`src/common/cktm_regs.vh`:
```
// cktm_regs.vh - register map, field positions, reset values and timing
// counts of the clock timer.
// assumes: included by bare name from every design file of the block but the synchroniser.
`ifndef CKTM_REGS_VH
`define CKTM_REGS_VH

// ----------------------------------------------------------------------
// register offsets
// ----------------------------------------------------------------------
`define CKTM_ADDR_W          16
`define CKTM_OFS_CTRL        16'hFF78
`define CKTM_OFS_CNT_LO      16'hFF79
`define CKTM_OFS_CNT_HI      16'hFF7A
`define CKTM_OFS_IRQ_EN      16'hFFE6
`define CKTM_OFS_IRQ_FLAGS   16'hFFF6

// ----------------------------------------------------------------------
// fields
// ----------------------------------------------------------------------
`define CKTM_DATA_W          4
`define CKTM_CTRL_RUN_BIT    0
`define CKTM_CTRL_CLR_BIT    1
`define CKTM_TAP_32HZ_BIT    2
`define CKTM_TAP_8HZ_BIT     4
`define CKTM_TAP_2HZ_BIT     6
`define CKTM_TAP_1HZ_BIT     7
`define CKTM_NIBBLE_MAX      4'hF

// ----------------------------------------------------------------------
// reset values
// ----------------------------------------------------------------------
`define CKTM_RST_RUN         1'h0
`define CKTM_RST_NIBBLE      4'h0
`define CKTM_RST_IRQ_EN      4'h0
`define CKTM_RST_IRQ_FLAGS   4'h0
`define CKTM_RDATA_ZERO      4'h0

// ----------------------------------------------------------------------
// timing: 125 MHz clock, high word hold window least time
// ----------------------------------------------------------------------
`define CKTM_CLK_PERIOD_NS   8
`define CKTM_HOLD_MIN_NS     480000
// hold length in clocks: least hold time over the clock period, 60000
`define CKTM_HOLD_CYC        17'hEA60
`define CKTM_HOLD_CNT_W      17

`endif

```
`src/verilog/cktm_sync.v`:
```
// cktm_sync.v - two flip-flop synchroniser for one level.
// assumes: input may change at any time relative to clk_i.
module cktm_sync (
  input  wire clk_i,
  input  wire rst_n_i,
  input  wire ce_i,
  input  wire d_i,
  output wire q_o
);

  reg meta_ff;
  reg sync_ff;

  always @(posedge clk_i or negedge rst_n_i) begin
    if (!rst_n_i) begin
      meta_ff <= 1'h0;
      sync_ff <= 1'h0;
    end else if (ce_i) begin
      meta_ff <= d_i;
      sync_ff <= meta_ff;
    end
  end

  assign q_o = sync_ff;

endmodule

```
`src/verilog/cktm_flags.v`:
```
// cktm_flags.v - falling edge detect of the four interrupt taps and the
// sticky, write-one-to-clear flag register.
// assumes: tap values of the count before and after each clock edge.
`include "cktm_regs.vh"

module cktm_flags (
  input  wire       clk_i,
  input  wire       rst_n_i,
  input  wire       ce_i,
  input  wire [7:0] cnt_now_i,
  input  wire [7:0] cnt_nxt_i,
  input  wire       edge_ok_i,
  input  wire       clr_wr_i,
  input  wire [3:0] clr_mask_i,
  output wire [3:0] flags_o
);

  reg  [3:0] flags_ff;
  wire [3:0] tap_now;
  wire [3:0] tap_nxt;
  wire [3:0] fall;
  wire [3:0] clr;

  assign tap_now = {cnt_now_i[`CKTM_TAP_1HZ_BIT], cnt_now_i[`CKTM_TAP_2HZ_BIT],
                    cnt_now_i[`CKTM_TAP_8HZ_BIT], cnt_now_i[`CKTM_TAP_32HZ_BIT]};
  assign tap_nxt = {cnt_nxt_i[`CKTM_TAP_1HZ_BIT], cnt_nxt_i[`CKTM_TAP_2HZ_BIT],
                    cnt_nxt_i[`CKTM_TAP_8HZ_BIT], cnt_nxt_i[`CKTM_TAP_32HZ_BIT]};

  assign fall = tap_now & ~tap_nxt & {4{edge_ok_i}};
  assign clr  = clr_mask_i & {4{clr_wr_i}};

  // set wins over a clear in the same cycle; mask plays no part here
  always @(posedge clk_i or negedge rst_n_i) begin
    if (!rst_n_i) begin
      flags_ff <= `CKTM_RST_IRQ_FLAGS;
    end else if (ce_i) begin
      flags_ff <= (flags_ff & ~clr) | fall;
    end
  end

  assign flags_o = flags_ff;

endmodule

```
`src/verilog/cktm_top.v`:
```
// cktm_top.v - clock timer: 8-bit tick counter read as two nibbles with a
// high word hold, run/stop and clear control, four tap interrupts.
// assumes: a 256 Hz prescaler level from the low speed oscillator domain,
// a processor register port on clk_i, one cycle strobes.
//
// Design decision made here: the strobed register port.
`include "cktm_regs.vh"

module cktm_top #(
  parameter [`CKTM_HOLD_CNT_W-1:0] HOLD_CYC = `CKTM_HOLD_CYC
) (
  input  wire                    clk_i,
  input  wire                    nrst_i,
  input  wire                    ce_i,
  input  wire                    lso_prescale_i,
  input  wire [`CKTM_ADDR_W-1:0] addr_i,
  input  wire [`CKTM_DATA_W-1:0] wdata_i,
  input  wire                    wr_i,
  input  wire                    rd_i,
  output wire [`CKTM_DATA_W-1:0] rdata_o,
  output wire [7:0]              tick_count_bits_o,
  output wire                    irq_o
);

  // ----------------------------------------------------------------------
  // address decode
  // ----------------------------------------------------------------------
  function hit;
    input [`CKTM_ADDR_W-1:0] a;
    input [`CKTM_ADDR_W-1:0] ofs;
    begin
      hit = (a == ofs);
    end
  endfunction

  // ----------------------------------------------------------------------
  // reset release
  // ----------------------------------------------------------------------
  reg rst_meta_ff;
  reg rst_sync_ff;

  always @(posedge clk_i or negedge nrst_i) begin
    if (!nrst_i) begin
      rst_meta_ff <= 1'h0;
      rst_sync_ff <= 1'h0;
    end else begin
      rst_meta_ff <= 1'h1;
      rst_sync_ff <= rst_meta_ff;
    end
  end

  wire rst_n;
  assign rst_n = rst_sync_ff;

  // ----------------------------------------------------------------------
  // prescaler input: synchronise, then rising edge steps the counter
  // ----------------------------------------------------------------------
  wire presc_sync;
  reg  presc_prev_ff;

  cktm_sync u_presc_sync (
    .clk_i   (clk_i),
    .rst_n_i (rst_n),
    .ce_i    (ce_i),
    .d_i     (lso_prescale_i),
    .q_o     (presc_sync)
  );

  always @(posedge clk_i or negedge rst_n) begin
    if (!rst_n) begin
      presc_prev_ff <= 1'h0;
    end else if (ce_i) begin
      presc_prev_ff <= presc_sync;
    end
  end

  // ----------------------------------------------------------------------
  // register strobes
  // ----------------------------------------------------------------------
  wire wr_ctrl;
  wire wr_en;
  wire wr_flags;
  wire rd_lo;
  wire rd_hi;

  assign wr_ctrl  = wr_i & hit(addr_i, `CKTM_OFS_CTRL);
  assign wr_en    = wr_i & hit(addr_i, `CKTM_OFS_IRQ_EN);
  assign wr_flags = wr_i & hit(addr_i, `CKTM_OFS_IRQ_FLAGS);
  assign rd_lo    = rd_i & hit(addr_i, `CKTM_OFS_CNT_LO);
  assign rd_hi    = rd_i & hit(addr_i, `CKTM_OFS_CNT_HI);

  // ----------------------------------------------------------------------
  // run control and mask register
  // ----------------------------------------------------------------------
  reg       count_run_control_ff;
  reg [3:0] tick_enable_ff;
  wire      count_clear_strobe;

  assign count_clear_strobe = wr_ctrl & wdata_i[`CKTM_CTRL_CLR_BIT];

  always @(posedge clk_i or negedge rst_n) begin
    if (!rst_n) begin
      count_run_control_ff <= `CKTM_RST_RUN;
      tick_enable_ff       <= `CKTM_RST_IRQ_EN;
    end else if (ce_i) begin
      if (wr_ctrl) begin
        count_run_control_ff <= wdata_i[`CKTM_CTRL_RUN_BIT];
      end
      if (wr_en) begin
        tick_enable_ff <= wdata_i;
      end
    end
  end

  wire adv;
  assign adv = count_run_control_ff & presc_sync & ~presc_prev_ff;

  // ----------------------------------------------------------------------
  // tick counter with high nibble hold
  // ----------------------------------------------------------------------
  reg  [3:0]                 cnt_lo_ff;
  reg  [3:0]                 cnt_hi_ff;
  reg                        hold_ff;
  reg                        pend_ff;
  reg  [`CKTM_HOLD_CNT_W-1:0] hold_cnt_ff;

  reg  [3:0]                 nxt_cnt_lo;
  reg  [3:0]                 nxt_cnt_hi;
  reg                        nxt_hold;
  reg                        nxt_pend;
  reg  [`CKTM_HOLD_CNT_W-1:0] nxt_hold_cnt;

  wire                       lo_carry;
  wire                       hold_timeout;

  assign lo_carry     = adv & (cnt_lo_ff == `CKTM_NIBBLE_MAX);
  assign hold_timeout = hold_ff & (hold_cnt_ff >= HOLD_CYC - 1'b1);

  always @* begin
    nxt_cnt_lo   = cnt_lo_ff;
    nxt_cnt_hi   = cnt_hi_ff;
    nxt_hold     = hold_ff;
    nxt_pend     = pend_ff;
    nxt_hold_cnt = hold_cnt_ff;
    if (count_clear_strobe) begin
      // zeroed count; the run bit alone decides whether it moves on
      nxt_cnt_lo   = `CKTM_RST_NIBBLE;
      nxt_cnt_hi   = `CKTM_RST_NIBBLE;
      nxt_hold     = 1'h0;
      nxt_pend     = 1'h0;
      nxt_hold_cnt = {`CKTM_HOLD_CNT_W{1'b0}};
    end else begin
      nxt_cnt_lo = cnt_lo_ff + {3'h0, adv};
      if (rd_lo) begin
        nxt_hold     = 1'h1;
        nxt_hold_cnt = {`CKTM_HOLD_CNT_W{1'b0}};
      end else if (hold_ff & (rd_hi | hold_timeout)) begin
        nxt_hold     = 1'h0;
        nxt_hold_cnt = {`CKTM_HOLD_CNT_W{1'b0}};
      end else if (hold_ff) begin
        nxt_hold_cnt = hold_cnt_ff + 1'b1;
      end
      if (nxt_hold) begin
        nxt_pend = pend_ff | lo_carry;
      end else begin
        nxt_cnt_hi = cnt_hi_ff + {3'h0, lo_carry} + {3'h0, pend_ff};
        nxt_pend   = 1'h0;
      end
    end
  end

  always @(posedge clk_i or negedge rst_n) begin
    if (!rst_n) begin
      cnt_lo_ff   <= `CKTM_RST_NIBBLE;
      cnt_hi_ff   <= `CKTM_RST_NIBBLE;
      hold_ff     <= 1'h0;
      pend_ff     <= 1'h0;
      hold_cnt_ff <= {`CKTM_HOLD_CNT_W{1'b0}};
    end else if (ce_i) begin
      cnt_lo_ff   <= nxt_cnt_lo;
      cnt_hi_ff   <= nxt_cnt_hi;
      hold_ff     <= nxt_hold;
      pend_ff     <= nxt_pend;
      hold_cnt_ff <= nxt_hold_cnt;
    end
  end

  assign tick_count_bits_o = {cnt_hi_ff, cnt_lo_ff};

  // ----------------------------------------------------------------------
  // interrupt flags and request
  // ----------------------------------------------------------------------
  wire [3:0] tick_flag;

  cktm_flags u_flags (
    .clk_i      (clk_i),
    .rst_n_i    (rst_n),
    .ce_i       (ce_i),
    .cnt_now_i  ({cnt_hi_ff, cnt_lo_ff}),
    .cnt_nxt_i  ({nxt_cnt_hi, nxt_cnt_lo}),
    .edge_ok_i  (~count_clear_strobe),
    .clr_wr_i   (wr_flags),
    .clr_mask_i (wdata_i),
    .flags_o    (tick_flag)
  );

  // level request while any enabled flag stands
  assign irq_o = |(tick_flag & tick_enable_ff);

  // ----------------------------------------------------------------------
  // read data, valid in the cycle after the read strobe
  // ----------------------------------------------------------------------
  reg [`CKTM_DATA_W-1:0] rdata_ff;
  reg [`CKTM_DATA_W-1:0] nxt_rdata;

  always @* begin
    nxt_rdata = `CKTM_RDATA_ZERO;
    if (rd_i) begin
      case (addr_i)
        `CKTM_OFS_CTRL:      nxt_rdata = {3'h0, count_run_control_ff};
        `CKTM_OFS_CNT_LO:    nxt_rdata = cnt_lo_ff;
        `CKTM_OFS_CNT_HI:    nxt_rdata = cnt_hi_ff;
        `CKTM_OFS_IRQ_EN:    nxt_rdata = tick_enable_ff;
        `CKTM_OFS_IRQ_FLAGS: nxt_rdata = tick_flag;
        default:             nxt_rdata = `CKTM_RDATA_ZERO;
      endcase
    end
  end

  always @(posedge clk_i or negedge rst_n) begin
    if (!rst_n) begin
      rdata_ff <= `CKTM_RDATA_ZERO;
    end else if (ce_i) begin
      rdata_ff <= nxt_rdata;
    end
  end

  assign rdata_o = rdata_ff;

endmodule

```
`config.mk`:
```
export PLATFORM = sky130hd
export DESIGN_NAME = cktm_top
export DESIGN_NICKNAME = d
export VERILOG_FILES = /design/src/verilog/cktm_sync.v /design/src/verilog/cktm_flags.v /design/src/verilog/cktm_top.v
export VERILOG_INCLUDE_DIRS = /design/src /design/src/common
export SDC_FILE = /design/constraint.sdc
export NUM_CORES = 1
export LEC_CHECK = 0
export BUFFER_PORTS_ARGS = -buffer_cell sky130_fd_sc_hd__buf_2
export CAP_MARGIN = 5
export CORE_ASPECT_RATIO = 2
export CORE_MARGIN = 5
export CORE_UTILIZATION = 51
export CTS_CLUSTER_DIAMETER = 30
export DETAILED_ROUTE_END_ITERATION = 10
export PLACE_DENSITY = 0.73
export SLEW_MARGIN = 20
export SYNTH_ARGS = -nofsm -noshare
export SYNTH_HDL_FRONTEND = slang
export SYNTH_SLANG_ARGS = --single-unit
```
`constraint.sdc`:
```
create_clock -name clk_i -period 1.4 [get_ports clk_i]
set_input_delay 0.42 -clock clk_i [delete_from_list [all_inputs] [get_ports clk_i]]
set_output_delay 0.42 -clock clk_i [all_outputs]
set_load 0.03 [all_outputs]
```
==> flow_metrics.env, run 1 <==
export IMPL_setup_viol=46
export IMPL_drtPass1Iterations=4
export IMPL_cts_buffers=5
export IMPL_synthesis_nets=298
export IMPL_vias=2758
export IMPL_port_buffers=38
export IMPL_outcome="finished with violations"
export IMPL_htreeDepth=2
export IMPL_syn_area_um2=2650
export IMPL_clk_pin_slew_worst_paths_ns=0.09
export IMPL_drt_wirelength_per_cell_um=19.6
export IMPL_finalMaxSlewViolations=0
export IMPL_synthCells=267
export IMPL_antenna_found_initial=0
export IMPL_period_minus_slack_ns=1.91
export IMPL_avgSynthCellArea_um2=9.92
export IMPL_drv_cap=0
export IMPL_reg2reg_from="hold_cnt_ff[12]"
export IMPL_syn_to_final_growth_pct=58.7
export IMPL_fmax_mhz=523
export IMPL_layout_common_cells="buf_4 (69), dfrtp_1 (43), buf_6 (36), nand2_1 (24), inv_1 (23)"
export IMPL_path_buf_inv=0
export IMPL_crit_family="simple AND/OR/NAND/NOR gates"
export IMPL_nets=429
export IMPL_ys_types=56
export IMPL_avgViaCountPerCell=6.04
export IMPL_critPathCaptureType="flop"
export IMPL_synth_edff_count=0
export IMPL_crit_path_max_fanout=5
export IMPL_slowest_delay_ns=0.43
export IMPL_clockRootBuffer="clkbuf_8"
export IMPL_critPathLaunch="hold_cnt_ff[12]"
export IMPL_grt_pass1_wl_um=13400
export IMPL_startpoint_type="flop"
export IMPL_cp_slowest_cell="dfrtp_1"
export IMPL_synth_seq_cells=45
export IMPL_fin_tns_setup_ns=-12.63
export IMPL_ys_warn_count=0
export IMPL_grt_ovfl_total=0
export IMPL_die_area_um2=6820
export IMPL_postLayoutCellArea_um2=4200
export IMPL_path_class="flop to flop"
export IMPL_coreArea_um2=5090
export IMPL_grt_usage=0.259
export IMPL_grt_pass1_vias=2889
export IMPL_fin_skew_ns=0.0141
export IMPL_dr_first_iter_drc_count=220
export IMPL_synth_flop_cell="dfrtp_1"
export IMPL_die_width_um=60.9
export IMPL_cts_path_max_buffers=2
export IMPL_clkSinkCount=45
export IMPL_hold_viol_final=0
export IMPL_rows=37
export IMPL_grt_max_degree=27
export IMPL_seq_area_um2=1130
export IMPL_ir_worst_vdd_uv=1030
export IMPL_synthTopCellsByArea="dfrtp_1 (43%), mux2_2 (5.5%), o22ai_2 (4.7%)"
export IMPL_fin_crit_sh=1.37
export IMPL_drc=0
export IMPL_insertedDiodeCount=0
export IMPL_multi_input_area_um2=1710
export IMPL_pin_count=39
export IMPL_final_common_cell="buf_4"
export IMPL_place_gp_congestion=0.881
export IMPL_violations="setup timing"
export IMPL_ant_nets=0
export IMPL_post_dp_cell_area_um2=3440
export IMPL_rsz0062_at_grt="true"
export IMPL_cts_tree="built"
export IMPL_yosys_area_top_type="dfrtp_1"
export IMPL_power_density_nw_per_um2=976
export IMPL_p_leak_nw=1.91
export IMPL_relSlewSlack=0.503
export IMPL_place_detailed_hpwl_um=5810
export IMPL_cp_required_ns=1.61
export IMPL_wl_um=8970
export IMPL_clk_latency_ns=0.31
export IMPL_nFillCells=277
export IMPL_finish_utilization=0.825
export IMPL_tightest_slew_ns=0.745
export IMPL_die_h_um=112
export IMPL_worstPathCellList="nor4_4 -> nand2_1 -> o211ai_1 -> nand3_2 -> and3b_2 -> a32o_1"
export IMPL_worst_ep_arrival_time_ns=2.12
export IMPL_ys_async_sr_fraction=1.00
export IMPL_dp_slack_ns=-0.627
export IMPL_start_util=0.520
export IMPL_synth_top_area_share=0.425
export IMPL_hp_class="flop to asynchronous set/reset pin"
export IMPL_synth_seq_area_share=0.425
export IMPL_layout_drive_gt1_share=0.559
export IMPL_setup_ws_ns=-0.512
-- power breakdown --
part	total, W	leakage (nW)	internal [W]	switching [W]
logic	0.00166	1.32	0.000834	0.000829
registers	0.00162	0.555	0.00149	0.000133
clock network	0.000819	0.0374	0.000352	0.000466
total	0.00410	1.91	0.00267	0.00143
-- registers in the layout, indices dropped and copies added (netlist names), 4 cells and up --
signal,cells
hold_cnt_ff,17
cnt_hi_ff,4
cnt_lo_ff,4
rdata_o,4
tick_enable_ff,4
u_flags.flags_o,4
-- synth_stat cells, types with 2 or more instances --
cell,instances
nor4_1,2
and2_1,3
a41oi_1,2
nand3b_1,2
ha_1,4
and3b_1,2
o22ai_2,10
o22ai_1,7
buf_6,3
and4_1,2
nor2_1,14
a22o_1,4
a21oi_1,7
a31o_1,2
o21ai_1,2
nand2_1,26
dfrtp_1,45
and4bb_1,2
mux2_2,13
o211ai_1,2
nor3_1,11
o31a_1,2
nand4_1,10
nand3_1,13
o21ai_0,7
a222oi_1,4
nand2b_1,3
a32o_1,3
clkbuf_1,3
o31ai_1,3
or3_1,2
a22oi_1,2
inv_1,23
and3_1,5
-- final timing paths --
kind | end | slack [ns] | cells after the start
hold reg to reg | hold_cnt_ff[12] | 0.23 | 1
min in group clk_i | u_presc_sync.meta_ff | 0.33 | 2
hold / removal | hold_cnt_ff[12] | 0.23 | 1
setup / recovery | u_flags.flags_o[2] | -0.51 | 6
max in group asynchronous | cnt_lo_ff[2] | 0.84 | 1
setup reg to reg | u_flags.flags_o[2] | -0.51 | 6
-- through the flow --
step	hold slack (ns)	total power [W]	std cells
finish	0.227	0.00410	457
floorplan	0.124	0.00238	267
global placement	0.207	0.00302	421
global route	0.268	0.00433	457
CTS	0.225	0.00403	442
detailed placement	0.209	0.00305	421
-- logic make-up after synthesis --
kind of cell,synth area share
buffers and inverters,0.0515
AO/OA/AOI/OAI,0.199
other,0.00142
adder cells (fa/ha/maj),0.0265
multiplexers,0.0553
flip-flops,0.425
AND/OR/NAND/NOR,0.241
-- metal layers --
metal | up-vias | share of wire | GRT usage
met2 | 100 | 0.57 | 0.465
met1 | 1351 | 0.34 | 0.260
met3 | 38 | 0.036 | 0.0371
li1 | 1269 | - | -
met4 | 0 | 0.059 | 0.162
met5 | - | 0 | 0
-- layout make-up --
type / count / area share
sequential: 45 / 0.269
inverter: 23 / 0.0205
timing repair buffer: 131 / 0.266
multi-input combinational: 192 / 0.407
tap: 58 / 0.0173
clock inverter: 2 / 0.00357
clock buffer: 6 / 0.0173
-- timing repair --
item / in CTS / in global routing
pin swaps: 43 / 27
gates resized for setup: 83 / 30
hold buffers: 1 / 0
setup buffers: 12 / 21
hold endpoints to repair: 2 / 0
endpoints found under the setup margin: 46 / 48
Power figures use the tool's default switching activity.
==> inputs of run 2 (changes only) <==
--- a/config.mk
+++ b/config.mk
@@ -13,7 +13,8 @@
 export CORE_UTILIZATION = 51
 export CTS_CLUSTER_DIAMETER = 30
 export DETAILED_ROUTE_END_ITERATION = 10
-export PLACE_DENSITY = 0.73
+export MAX_ROUTING_LAYER = met4
+export PLACE_DENSITY_LB_ADDON = 0.15
 export SLEW_MARGIN = 20
 export SYNTH_ARGS = -nofsm -noshare
 export SYNTH_HDL_FRONTEND = slang
==> run 2 against run 1 <==
  * The flow still finishes with violations (setup timing)
  * Worst setup slack lost 0.065 ns
  * Sequential cell count is the same
  * Routed wire length grew 8.1%
  * Critical path depth grew 1
  * Cell count grew 0.88%
  * Largest power group unchanged
==> flow_metrics.env, run 2 (synthesized netlist as in run 1, its figures left out) <==
export IMPL_outcome="finished with violations"
export IMPL_violations="setup timing"
export IMPL_insertedDiodeCount=0
export IMPL_grt_ovfl_total=0
export IMPL_tightest_slew_ns=0.513
export IMPL_cp_required_ns=1.61
export IMPL_clk_pin_slew_worst_paths_ns=0.11
export IMPL_ir_worst_vdd_uv=903
export IMPL_globalRouteMet3Util=0.0452
export IMPL_fin_tns_setup_ns=-13.74
export IMPL_seq_area_um2=1130
export IMPL_rsz0062_at_grt="true"
export IMPL_fin_skew_ns=0.0149
export IMPL_ant_nets=0
export IMPL_final_common_cell="buf_4"
export IMPL_die_area_um2=6820
export IMPL_rows=37
export IMPL_syn_to_final_growth_pct=60.1
export IMPL_startpoint_type="flop"
export IMPL_top_register="hold_cnt_ff"
export IMPL_antenna_found_initial=0
export IMPL_pin_count=39
export IMPL_drc=0
export IMPL_fmax_mhz=506
export IMPL_layout_drive_gt1_share=0.551
export IMPL_drtPass1Iterations=4
export IMPL_nFillCells=285
export IMPL_relSlewSlack=0.658
export IMPL_wl_um=9690
export IMPL_place_gp_congestion=0.979
export IMPL_layout_common_cells="buf_4 (74), dfrtp_1 (42), buf_6 (31), nand2_1 (25), buf_2 (25)"
export IMPL_place_detailed_hpwl_um=6050
export IMPL_critPathCaptureType="flop"
export IMPL_clk_latency_ns=0.31
export IMPL_met1_usage=0.284
export IMPL_grt_pass1_vias=3126
export IMPL_avgViaCountPerCell=6.09
export IMPL_worst_ep_arrival_time_ns=2.18
export IMPL_crit_path_max_fanout=3
export IMPL_die_width_um=60.9
export IMPL_nets=433
export IMPL_top_usage_layer="met2"
export IMPL_fin_crit_sh=1.41
export IMPL_vias=2808
export IMPL_cts_buffers=5
export IMPL_grt_pass1_wl_um=15000
export IMPL_dp_slack_ns=-0.609
export IMPL_htreeDepth=2
export IMPL_path_class="flop to flop"
export IMPL_hp_class="flop to asynchronous set/reset pin"
export IMPL_drt_wirelength_per_cell_um=21.0
export IMPL_cts_path_max_buffers=2
export IMPL_grt_max_degree=44
export IMPL_port_buffers=38
export IMPL_clockRootBuffer="clkbuf_8"
export IMPL_multi_input_area_um2=1780
export IMPL_power_density_nw_per_um2=1010
export IMPL_largest_reg_flops=17
export IMPL_cts_tree="built"
export IMPL_grt_usage=0.301
export IMPL_dr_first_iter_drc_count=218
export IMPL_period_minus_slack_ns=1.98
export IMPL_clkSinkCount=45
export IMPL_met2_usage=0.553
export IMPL_die_h_um=112
export IMPL_p_leak_nw=1.94
export IMPL_setup_viol=47
export IMPL_coreArea_um2=5090
export IMPL_finish_utilization=0.832
export IMPL_setup_ws_ns=-0.576
export IMPL_drv_cap=0
export IMPL_start_util=0.520
export IMPL_finalMaxSlewViolations=0
export IMPL_hold_viol_final=0
[run 2: cell types whose count changed in the layout (fill, tap and decap cells not counted), sizes merged]
cell / before / now
buf: 129 / 132
clkbuf: 7 / 5
clkinv: 0 / 1
clkinvlp: 2 / 1
inv: 23 / 24
nand3: 15 / 16
nor2: 15 / 16
[run 2: final cells by class]
class                           count  area share
Sequential cell                    45       0.267
Tap cell                           58      0.0171
Timing Repair Buffer              133       0.255
Clock inverter                      3     0.00590
Clock buffer                        5      0.0162
Multi-Input combinational cell    194       0.419
Inverter                           23      0.0204
[run 2: per-stage QoR]
step / area (µm²) / power (W) / hold WS, ns / cells
after floorplan: 2720 / 0.00238 / 0.124 / 267
after global placement: 3480 / 0.00302 / 0.204 / 428
after detailed placement: 3480 / 0.00307 / 0.210 / 428
after CTS: 4080 / 0.00410 / 0.258 / 455
after global routing: 4240 / 0.00452 / 0.270 / 461
final: 4240 / 0.00430 / 0.246 / 461
[run 2: worst paths after layout]
kind                                     start  cells past startpoint  slack (ns)              endpoint
worst max-delay path            hold_cnt_ff[7]                      7       -0.58          cnt_hi_ff[3]
worst min-delay path                     rst_n                      1        0.25        hold_cnt_ff[1]
worst max register to register  hold_cnt_ff[7]                      7       -0.58          cnt_hi_ff[3]
worst min register to register           rst_n                      1        0.25        hold_cnt_ff[1]
max in group asynchronous               nrst_i                      2        0.86                 rst_n
min in group clk_i              lso_prescale_i                      2        0.34  u_presc_sync.meta_ff
[run 2: layer usage]
layer,vias to the layer above,routed length [µm]
li1,1273,-
met1,1389,3180
met2,108,5730
met3,38,321
met4,0,461
met5,-,0
[run 2: worst max-delay path: stages (launching register included)]
cell and delay (ns):
dfrtp_1 0.43, nor4_4 0.30, nand2_1 0.14, o211ai_1 0.30, buf_4 0.18, a32oi_4 0.10, and4bb_1 0.24, a31o_1 0.20
[run 2: power breakdown]
group	switching [W]	internal [W]
sequential	0.000177	0.00149
combinational	0.000877	0.000891
clock	0.000506	0.000361
total	0.00156	0.00274
[run 2: what timing repair did]
item,4_1_cts,5_1_grt
pin swaps,28,22
resized for setup,80,27
setup endpoints to repair,45,49
hold endpoints to repair,2,0
buffers inserted,17,10
hold buffers,1,0
cloned,2,0
